==> src/hdl/esi_pkg.sv <==
package esi_pkg;
   localparam int NUM_TERM = 8;
   localparam int ADDR_W   = 8;
   localparam int IDX_RST  = 0;
   localparam int IDX_STOP = 2;
   localparam int IDX_SW   = 8;

   // function, trip and polarity codes
   localparam logic [7:0] FN_TRIP_RESET = 8'h12;
   localparam logic [7:0] FN_ESTOP      = 8'h40;
   localparam logic [7:0] FN_JOG        = 8'h06;
   localparam logic [7:0] FN_NONE       = 8'hFF;
   localparam logic [7:0] FN_MAX        = 8'h45;
   localparam logic [7:0] ESTOP_TRIP_CODE = 8'h25;
   localparam logic [1:0] POL_NO = 2'h0;
   localparam logic [1:0] POL_NC = 2'h1;

   localparam logic [NUM_TERM-1:0][7:0] FUNC_RESET =
      {FN_NONE, FN_NONE, FN_NONE, FN_NONE, FN_NONE, FN_JOG, FN_NONE, FN_TRIP_RESET};

   // register offsets
   localparam logic [ADDR_W-1:0] ADDR_FUNC_LO  = 8'h00;
   localparam logic [ADDR_W-1:0] ADDR_FUNC_HI  = 8'h04;
   localparam logic [ADDR_W-1:0] ADDR_POL      = 8'h08;
   localparam logic [ADDR_W-1:0] ADDR_STATUS   = 8'h0C;
   localparam logic [ADDR_W-1:0] ADDR_IRQ_STAT = 8'h10;
   localparam logic [ADDR_W-1:0] ADDR_IRQ_MASK = 8'h14;
   localparam logic [ADDR_W-1:0] ADDR_KEYPAD   = 8'h18;

   // interrupt bits
   localparam int NUM_IRQ     = 5;
   localparam int IRQ_TRIP    = 0;
   localparam int IRQ_CLEAR   = 1;
   localparam int IRQ_KP_REJ  = 2;
   localparam int IRQ_CFG_REJ = 3;
   localparam int IRQ_SWITCH  = 4;

   localparam logic [1:0] RESP_OKAY   = 2'h0;
   localparam logic [1:0] RESP_SLVERR = 2'h2;

   typedef struct packed {
      logic              awvalid;
      logic [ADDR_W-1:0] awaddr;
      logic              wvalid;
      logic [31:0]       wdata;
      logic [3:0]        wstrb;
      logic              bready;
      logic              arvalid;
      logic [ADDR_W-1:0] araddr;
      logic              rready;
   } esi_axi_req_t;

   typedef struct packed {
      logic        awready;
      logic        wready;
      logic        bvalid;
      logic [1:0]  bresp;
      logic        arready;
      logic        rvalid;
      logic [31:0] rdata;
      logic [1:0]  rresp;
   } esi_axi_rsp_t;

   typedef struct packed {
      logic [NUM_TERM:0]         sync1;
      logic [NUM_TERM:0]         sync2;
      logic [NUM_TERM:0]         prev;
      logic [NUM_TERM-1:0][7:0]  func;
      logic [NUM_TERM-1:0][1:0]  pol;
      logic                      trip;
      logic [7:0]                trip_code;
      logic                      drive_reset;
      logic [NUM_IRQ-1:0]        irq_stat;
      logic [NUM_IRQ-1:0]        irq_mask;
      logic                      aw_got;
      logic                      w_got;
      logic [ADDR_W-1:0]         awaddr;
      logic [31:0]               wdata;
      logic [3:0]                wstrb;
      logic                      bvalid;
      logic [1:0]                bresp;
      logic                      rvalid;
      logic [31:0]               rdata;
      logic [1:0]                rresp;
   } esi_state_t;
endpackage

==> src/hdl/esi_interlock.sv <==
// Contract
// stop input with interlock on blocks gate switching without firmware.
// stop only halts switching; never reported as output isolation.
// interlock on: terminals one and three dedicated, other functions ignored.
// terminal one is normally-open reset; asserting it clears stop trip.
// terminal three is normally-closed stop; open contact means stop.
// stop activation latches a trip showing the emergency-stop code.
// unconnected, broken or wrong-polarity terminal three also trips.
// only terminal one reset releases the stop trip.
// keypad clear requests ignored while stop trip latched.
// interlock enabled only by switch on; switch defaults off.
// switch on forces term1 18/00, term3 64/01, locked while on.
// keypad may never assign code 64 to terminal three.
// code 18 on any terminal forces its polarity to 00.
// on enable other terminals holding 18 become no function.
// switch off frees settings; term3 function none, polarity kept 01.
// each of eight terminals takes one code from selectable set.
// inputs synchronised; stop-to-gate path combinational and clockless.
// trip holds while stop open, clears on reset with contact closed.
// safety circuit holds term3 closed, opens to stop, pulses term1.
//
// The AXI4-Lite slave port and the register offsets were decided locally.
`timescale 1ns/1ps
module esi_interlock
   import esi_pkg::*;
#(
   parameter int NUM_GATE = 6
)
(
   // clock and reset
   input  wire logic                        sys_clk,
   input  wire logic                        resetn,
   // terminal pins and switch, high = contact closed
   input  wire logic [esi_pkg::NUM_TERM-1:0] term_in,
   input  wire logic                        interlock_enable_switch,
   // power stage gates
   input  wire logic [NUM_GATE-1:0]          gate_cmd_in,
   output logic      [NUM_GATE-1:0]          gate_cmd_out,
   output logic                             switching_halted,
   // drive status
   output logic                             drive_reset,
   output logic      [7:0]                  estop_trip_code,
   output logic                             interlock_active,
   output logic                             irq,
   // register bus
   input  wire esi_pkg::esi_axi_req_t        axi_req,
   output esi_pkg::esi_axi_rsp_t             axi_rsp
);
   import esi_pkg::*;

   generate
      if (NUM_GATE < 1)
      begin : g_chk
         $error("NUM_GATE must be at least one");
      end
   endgenerate

   esi_state_t q;
   esi_state_t d;

   logic              stop_raw;
   logic              en;
   logic [NUM_TERM-1:0] t;
   logic              stop_act;
   logic              aw_hs;
   logic              w_hs;
   logic              ar_hs;
   logic              do_wr;
   logic [ADDR_W-1:0] wa;
   logic [31:0]       wd;
   logic [3:0]        ws;
   logic [NUM_IRQ-1:0] ev;
   logic [NUM_IRQ-1:0] w1c;
   logic [31:0]       rd;
   logic [1:0]        rr;
   logic [7:0]        code;
   logic [1:0]        pv;
   int                idx;

   // terminal locked to the interlock while the switch is on
   function automatic logic locked(input int i, input logic on);
      locked = on && (i == IDX_RST || i == IDX_STOP); // see R3
   endfunction

   function automatic logic func_ok(input int i, input logic [7:0] c,
                                    input logic on);
      logic sel;
      sel = (c <= FN_MAX) || (c == FN_NONE);
      func_ok = sel && !locked(i, on) && !(i == IDX_STOP && c == FN_ESTOP);
   endfunction

   // raw pins on purpose: gate block must not wait on clock or firmware
   assign stop_raw = interlock_enable_switch & ~term_in[IDX_STOP]; // see R1 see R5
   assign switching_halted = stop_raw | q.trip;
   assign gate_cmd_out = switching_halted ? '0 : gate_cmd_in;

   assign drive_reset      = q.drive_reset;
   assign estop_trip_code  = q.trip_code;
   assign interlock_active = q.sync2[IDX_SW];
   assign irq              = |(q.irq_stat & q.irq_mask);

   assign aw_hs = axi_req.awvalid & axi_rsp.awready;
   assign w_hs  = axi_req.wvalid & axi_rsp.wready;
   assign ar_hs = axi_req.arvalid & axi_rsp.arready;

   always_comb
   begin
      axi_rsp         = '0;
      axi_rsp.awready = ~q.aw_got & ~q.bvalid;
      axi_rsp.wready  = ~q.w_got & ~q.bvalid;
      axi_rsp.bvalid  = q.bvalid;
      axi_rsp.bresp   = q.bresp;
      axi_rsp.arready = ~q.rvalid;
      axi_rsp.rvalid  = q.rvalid;
      axi_rsp.rdata   = q.rdata;
      axi_rsp.rresp   = q.rresp;
   end

   always_comb
   begin
      idx  = 0;
      code = 8'h00;
      pv   = 2'h0;
      d    = q;
      ev   = '0;
      w1c  = '0;
      rd   = 32'h0000_0000;
      rr   = RESP_OKAY;
      d.drive_reset = 1'b0;

      d.sync1 = {interlock_enable_switch, term_in};
      d.sync2 = q.sync1;
      d.prev  = q.sync2;
      en       = q.sync2[IDX_SW];
      t        = q.sync2[NUM_TERM-1:0];
      stop_act = en & ~t[IDX_STOP]; // see R5

      // trip latch: stop wins over reset while the contact stays open
      if (stop_act)
      begin
         if (!q.trip)
         begin
            ev[IRQ_TRIP] = 1'b1;
         end
         d.trip = 1'b1; // see R6
      end
      else if (q.trip && t[IDX_RST])
      begin
         d.trip = 1'b0; // see R4 see R8
         d.drive_reset = 1'b1;
         ev[IRQ_CLEAR] = 1'b1;
      end
      else if (t[IDX_RST] && !q.prev[IDX_RST] &&
               q.func[IDX_RST] == FN_TRIP_RESET)
      begin
         d.drive_reset = 1'b1;
      end
      d.trip_code = d.trip ? ESTOP_TRIP_CODE : 8'h00;

      // write channel capture
      if (aw_hs)
      begin
         d.aw_got = 1'b1;
         d.awaddr = axi_req.awaddr;
      end
      if (w_hs)
      begin
         d.w_got = 1'b1;
         d.wdata = axi_req.wdata;
         d.wstrb = axi_req.wstrb;
      end
      wa = q.aw_got ? q.awaddr : axi_req.awaddr;
      wd = q.w_got ? q.wdata : axi_req.wdata;
      ws = q.w_got ? q.wstrb : axi_req.wstrb;
      do_wr = (q.aw_got | aw_hs) & (q.w_got | w_hs) & ~q.bvalid;

      if (do_wr)
      begin
         d.aw_got = 1'b0;
         d.w_got  = 1'b0;
         d.bvalid = 1'b1;
         d.bresp  = RESP_OKAY;
         unique case (wa)
            ADDR_FUNC_LO, ADDR_FUNC_HI:
            begin
               for (int j = 0; j < 4; j++)
               begin
                  idx  = (wa == ADDR_FUNC_HI) ? j + 4 : j;
                  code = wd[8*j +: 8];
                  if (ws[j])
                  begin
                     if (func_ok(idx, code, en))
                     begin
                        d.func[idx] = code;
                        if (code == FN_TRIP_RESET)
                        begin
                           d.pol[idx] = POL_NO;
                        end
                     end
                     else
                     begin
                        ev[IRQ_CFG_REJ] = 1'b1; // see R3
                     end
                  end
               end
            end
            ADDR_POL:
            begin
               for (int i = 0; i < NUM_TERM; i++)
               begin
                  pv = wd[2*i +: 2];
                  if (ws[i/4])
                  begin
                     if (locked(i, en))
                     begin
                        ev[IRQ_CFG_REJ] = 1'b1;
                     end
                     else if (d.func[i] == FN_TRIP_RESET)
                     begin
                        d.pol[i] = POL_NO;
                     end
                     else
                     begin
                        d.pol[i] = pv;
                     end
                  end
               end
            end
            ADDR_IRQ_STAT:
            begin
               w1c = wd[NUM_IRQ-1:0] & {NUM_IRQ{ws[0]}};
            end
            ADDR_IRQ_MASK:
            begin
               if (ws[0])
               begin
                  d.irq_mask = wd[NUM_IRQ-1:0];
               end
            end
            ADDR_KEYPAD:
            begin
               if (ws[0] && wd[0])
               begin
                  if (q.trip)
                  begin
                     ev[IRQ_KP_REJ] = 1'b1; // see R9
                  end
                  else
                  begin
                     d.drive_reset = 1'b1;
                  end
               end
            end
            ADDR_STATUS:
            begin
               d.bresp = RESP_OKAY;
            end
            default:
            begin
               d.bresp = RESP_SLVERR;
            end
         endcase
      end
      if (q.bvalid && axi_req.bready)
      begin
         d.bvalid = 1'b0;
      end

      // switch edges override a same-cycle write to the terminal settings they force
      if (en && !q.prev[IDX_SW])
      begin
         for (int i = 0; i < NUM_TERM; i++)
         begin
            if (i != IDX_RST && i != IDX_STOP && d.func[i] == FN_TRIP_RESET)
            begin
               d.func[i] = FN_NONE;
            end
         end
         d.func[IDX_RST]  = FN_TRIP_RESET;
         d.pol[IDX_RST]   = POL_NO;
         d.func[IDX_STOP] = FN_ESTOP;
         d.pol[IDX_STOP]  = POL_NC;
         ev[IRQ_SWITCH]   = 1'b1;
      end
      else if (!en && q.prev[IDX_SW])
      begin
         d.func[IDX_STOP] = FN_NONE;
         ev[IRQ_SWITCH]   = 1'b1;
      end

      // read channel
      unique case (axi_req.araddr)
         ADDR_FUNC_LO:  rd = q.func[3:0];
         ADDR_FUNC_HI:  rd = q.func[7:4];
         ADDR_POL:      rd = {16'h0000, q.pol};
         ADDR_STATUS:   rd = {8'h00, q.trip_code, t, 5'h00,
                              q.trip | stop_act, en, q.trip};
         ADDR_IRQ_STAT: rd = {27'h0000000, q.irq_stat};
         ADDR_IRQ_MASK: rd = {27'h0000000, q.irq_mask};
         ADDR_KEYPAD:   rd = 32'h0000_0000;
         default:       rr = RESP_SLVERR;
      endcase
      if (q.rvalid && axi_req.rready)
      begin
         d.rvalid = 1'b0;
      end
      if (ar_hs)
      begin
         d.rvalid = 1'b1;
         d.rdata  = rd;
         d.rresp  = rr;
      end

      // new events beat a same-cycle clear
      d.irq_stat = (q.irq_stat & ~w1c) | ev;
   end

   always_ff @(posedge sys_clk or negedge resetn)
   begin
      if (!resetn)
      begin
         q      <= '0;
         q.func <= FUNC_RESET;
      end
      else
      begin
         q <= d;
      end
   end

endmodule

==> config.mk <==
export PLATFORM = sky130hd
export DESIGN_NAME = esi_interlock
export DESIGN_NICKNAME = d
export VERILOG_FILES = /design/src/hdl/esi_pkg.sv /design/src/hdl/esi_interlock.sv
export SDC_FILE = /design/constraint.sdc
export NUM_CORES = 1
export LEC_CHECK = 0
export BUFFER_PORTS_ARGS = -buffer_cell sky130_fd_sc_hd__buf_2
export CELL_PAD_IN_SITES_DETAIL_PLACEMENT = 0
export CELL_PAD_IN_SITES_GLOBAL_PLACEMENT = 1
export CORE_MARGIN = 2
export CORE_UTILIZATION = 42
export CTS_CLUSTER_DIAMETER = 60
export DETAILED_ROUTE_END_ITERATION = 7
export GPL_TIMING_DRIVEN = 0
export PLACE_DENSITY = 0.78
export SLEW_MARGIN = 10
export SYNTH_ARGS = -nofsm -noshare
export SYNTH_HDL_FRONTEND = slang
export SYNTH_SLANG_ARGS = --single-unit
==> constraint.sdc <==
create_clock -name sys_clk -period 2.5 [get_ports sys_clk]
set_clock_uncertainty 0.2 [all_clocks]
set_input_delay 0.125 -clock sys_clk [delete_from_list [all_inputs] [get_ports sys_clk]]
set_output_delay 0.125 -clock sys_clk [all_outputs]
set_load 0.02 [all_outputs]
# Word-level counts from Yosys, hierarchy flattened

Cells that the tools add are included.

Flip-flop bits (word level): 209
Output and inout bits: 59
Input bits: 74
Word-level logic and storage cells: 319

Muxes and demuxes: 122
Magnitude comparators: 12
Eq/ne operators: 46
Reduce and logical (&&, ||, !) cells: 73
Bitwise logic cells: 32

Operator list:

| cell                                                           | number |
|---|---|
| 2-to-1 mux 80 bit                                              | 15 |
| bitwise mux 64 bit                                             | 4 |
| == test 8 x 5 -> 1 bit, second input constant                  | 24 |
| one-hot mux 32 bit (6 select lines)                            | 1 |
| zero test 32 bit                                               | 4 |
| 2-to-1 mux 8 bit                                               | 13 |
| demux 8 bit (select 3 bit)                                     | 4 |
| 2-to-1 mux 16 bit                                              | 5 |
| bitwise AND 16 bit                                             | 4 |
| 2-to-1 mux 64 bit                                              | 1 |
| NOT 16 bit                                                     | 4 |
| 2-to-1 mux 2 bit                                               | 28 |
| 2-to-1 mux 40 bit                                              | 1 |
| 2-to-1 mux 35 bit                                              | 1 |
| == test 8 x 4 -> 1 bit, second input constant                  | 4 |
| == test 8 x 7 -> 1 bit, second input constant                  | 4 |
| == test 8 bit, second input constant                           | 4 |
| less-or-equal comparator 8 x 7 -> 1 bit, second input constant | 4 |
| 2-to-1 mux 1 bit                                               | 32 |
| 2-to-1 mux 32 bit                                              | 1 |
| one-hot mux 16 bit (2 select lines)                            | 1 |
| logical AND 1 bit                                              | 28 |
| demux 2 bit (select 3 bit)                                     | 4 |
| == test 8 x 3 -> 1 bit, second input constant                  | 2 |
| 27 further kinds                                               | 92 |

# Longest topological paths before layout

Depth in word-level cells: 35
Depth in mapped cells: 12
Gate-level depth less buffers: 7

# Worst setup path after synthesis

Ideal clock, no wire load.

Path kind: reg2reg
Start: register q[83] in the netlist's numbering
End: register q[142] in the netlist's numbering
Clock period less this slack: 2676 ps
Stages on the path, launching flop included: 10
Path slack: -176 ps
Path buffers: 2
Data required time: 2175 ps
Arrival time: 2351 ps
Path through: dfrtp_1 > buf_6 > or4_4 > nor4_4 > o21ai_1 > clkbuf_1 > nand2_1 > o211ai_1 > nand2_2 > mux2_2

Cells in the longest elaborated chain, start to end: 30
Elaborated cells between the ends (all ways): 95

Ends and longest elaborated chain:

| item                                                                         | line                | source |
|---|---|---|
| start: declaration                                                           | esi_interlock.sv:58 | `esi_state_t q;` |
| branches (longest 30 deep; another with less-than comparator 3 x 4 -> 1 bit) | -                   |  |

Parallel ways; which one is timed is not known. The select of a mux whose other input is x is not followed.
A chain may end at the register's enable or synchronous reset.

==> reports/results.tsv <==
metric	value	unit
total_power	12.6	mW
fin_nets	1401	
crit_fanout	7	
slew_violations	0	
drtPass1Iterations	5	
synth_top_area_cell	dfrtp_1	
clkLatencyLatePin	0.44	ns
ys_ff_latch	194	
layout_setup_ws	-0.341	ns
diodes	0	
place_ws	-0.906	ns
cp-start-kind	flop	
worstPathArrival	3.01	ns
synth.top_cell.area_share	33.6	%
synth_cell_types	82	
tightestPinTransition	0.854	ns
period_needed	2.84	ns
netlist_instances	1010	
ys_seq_area_share	46.6	%
dp_hpwl	22300	µm
async_reset_ff_share	100	%
synth-edff-count	0	
multi_input_area	0.00605	mm²
synth_common_cells	dfrtp_1 (142), nand2_1 (122), mux2i_1 (85), mux2_2 (71), nor2_1 (63)	
clockBufferDepth	2	
fmax	352	MHz
rsz0062_at_grt	yes	
grt_antenna_before_repair	0	
cap_violations	0	
cellPowerDensity	825	mW/mm²
grt_pass1_vias	9314	
grt_max_degree	82	
root_buffer	clkbuf_16	
vdd_drop_max	0.000654	V
fp.coreArea	0.0250	mm²
setup_viol	82	
yosys_warnings	0	
reg2reg_depth	12	
post_drt_wl_per_cell	20.6	µm
ios	133	
vias	9439	
die_h	163	µm
dieWidth	163	µm
place_congestion	0.881	
initial_utilization	42.3	%
rr_startpoint	q[82]$_DFFE_PN0P_	
crit_type	flop to flop	
syn_area	0.0106	mm²
overflow	0	
cts_htree_levels	4	
numCtsBuffers	17	
yosys-top-cells-area	dfrtp_1 (34%), dfstp_2 (13%), mux2i_1 (8.1%)	
holdPathStages	5	
violations	negative setup slack	
clk_pin_slew	0.08	ns
crit_required	2.67	ns
whs_endpoint	axi_rsp[1]$_DFFE_PN0P_	
dieArea	0.0264	mm²
routed_via_density	5.66	
area_growth	44.8	%
hold_path_class	input port to flop	
yosysMostFrequentCell	dfrtp_1	
p_leak	6.69	nW
cts.sinks	194	
syn_area_per_cell	10.5	µm²
timing.slew.headroom	43.0	%
ant_nets	0	
hold_start	axi_req[7]	
worstSetupEndpointType	flop	
fillers	1958	
drive_gt1_share	48.3	%
grt_usage	25.5	%
routed_wl	34300	µm
ys.flop_type	dfrtp_1	
status	complete, but fails checks	
drtIter0Drc	634	
hold_viol_final	0	
port_buffers	123	
grt_first_pass_wirelength	51800	µm
num_rows	58	
r2r-end	q[176]$_DFF_PN1_	
cts_tree	done	
seq_area	0.00492	mm²
reg2reg_slack	-0.34	ns
fin_crit_sh	114	%
drc	0	
[timing repair]
item	4_1_cts	5_1_grt
setup buffers	85	14
gates resized for setup	241	92
gates cloned	8	1
hold buffers	62	1
endpoints found under the setup margin	129	105
pin swaps	74	33
hold endpoints to repair	190	1
[metal layers]
layer	wire [µm]	GRT usage, %
met2	16400	41.9
met3	2080	4.48
met4	1370	9.53
met1	14400	33.8
met5	0	0
[sequential cells by signal, indices dropped and copies added, names as in the netlist]
name and cells:
axi_rsp 36, d 17, drive_reset 1, estop_trip_code 1, interlock_active 1, q 138
[how the worst max path moves through the flow]
stage,from,endpoint,slack [ns],cells after the start
2_1_floorplan,q[83]$_DFFE_PN0P_,q[133]$_DFF_PN1_,-0.16,9
3_3_place_gp,resetn,axi_rsp[17]$_DFFE_PN0P_,-2.13,1
3_5_place_dp,q[82]$_DFFE_PN0P_,q[136]$_DFFE_PN0P_,-0.91,9
4_1_cts,q[83]$_DFFE_PN0P_,q[133]$_DFF_PN1_,-0.27,10
5_1_grt,q[82]$_DFFE_PN0P_,q[139]$_DFFE_PN0P_,-0.41,9
6_report,q[82]$_DFFE_PN0P_,q[176]$_DFF_PN1_,-0.34,12
[cell usage in the layout (no fill, tap or decap), types with 6 or more instances in the layout]
master,count
buf_4,102
o21ai_2,19
a21oi_2,14
and2_1,9
inv_1,20
nand3b_1,8
nor3_4,7
mux4_2,10
buf_2,123
nor2_4,6
nor3_2,10
dlygate4sd3_1,61
mux2i_4,7
a21oi_1,18
mux2_2,62
nand2_1,97
nand3_1,14
dfstp_2,52
o211ai_1,12
buf_12,20
buf_6,42
buf_8,6
mux2i_1,75
o21ai_0,47
nand2b_1,6
mux2_4,15
clkbuf_16,17
nor4b_1,12
clkbuf_1,13
nand2_2,23
o21ai_1,11
dfrtp_1,141
o22ai_1,7
conb_1,7
inv_8,6
nor2_1,54
[kinds of logic after synthesis]
group | synth area share [%]
and+or+nand+nor | 15.0
AOI/OAI and AO/OA | 12.7
DFF | 46.6
muxes | 19.0
buffers and inverters | 6.25
adders and majority gates | 0.355
xor gates and xnor gates | 0.166
other | 0.0355
[metrics by stage]
step | area (µm²) | std cells | hold slack [ns] | TNS (ns) | util (%)
5_1_grt | 15300 | 1667 | 0.0697 | -22.44 | 61.3
6_report | 15300 | 1667 | 0.0183 | -15.94 | 61.3
4_1_cts | 14900 | 1656 | 0.0190 | -10.90 | 59.6
3_3_place_gp | 11700 | 1469 | 0.0332 | -418.33 | 46.9
2_1_floorplan | 10700 | 1016 | -0.371 | -3.38 | -
3_5_place_dp | 11800 | 1471 | -0.155 | -71.50 | 47.2
[report_power, final]
| group | internal, mW | switching (mW) |
|---|---|---|
| clock | 1.46 | 1.36 |
| combinational | 2.71 | 2.67 |
| sequential | 3.75 | 0.655 |
| total | 7.93 | 4.69 |
[area by class of cell]
class / instances / share of cell area, %
inverter: 21 / 0.523
clock inverter: 14 / 1.08
sequential: 194 / 32.2
timing repair buffer: 293 / 16.2
buffer: 89 / 4.93
clock buffer: 18 / 2.87
multi-input combinational: 708 / 39.5
tap: 330 / 2.70
[worst max-delay path, cell delays in order (launching register included)]
cell and delay, ns:
dfrtp_1 0.40, buf_6 0.15, buf_12 0.14, buf_6 0.11, nor3_4 0.21, a21oi_4 0.06
o41ai_4 0.42, o21ai_2 0.13, or3_1 0.37, buf_6 0.15, buf_6 0.12, mux2i_1 0.22
nand2_2 0.07
Note: power is estimated with default switching activity, not from simulation.
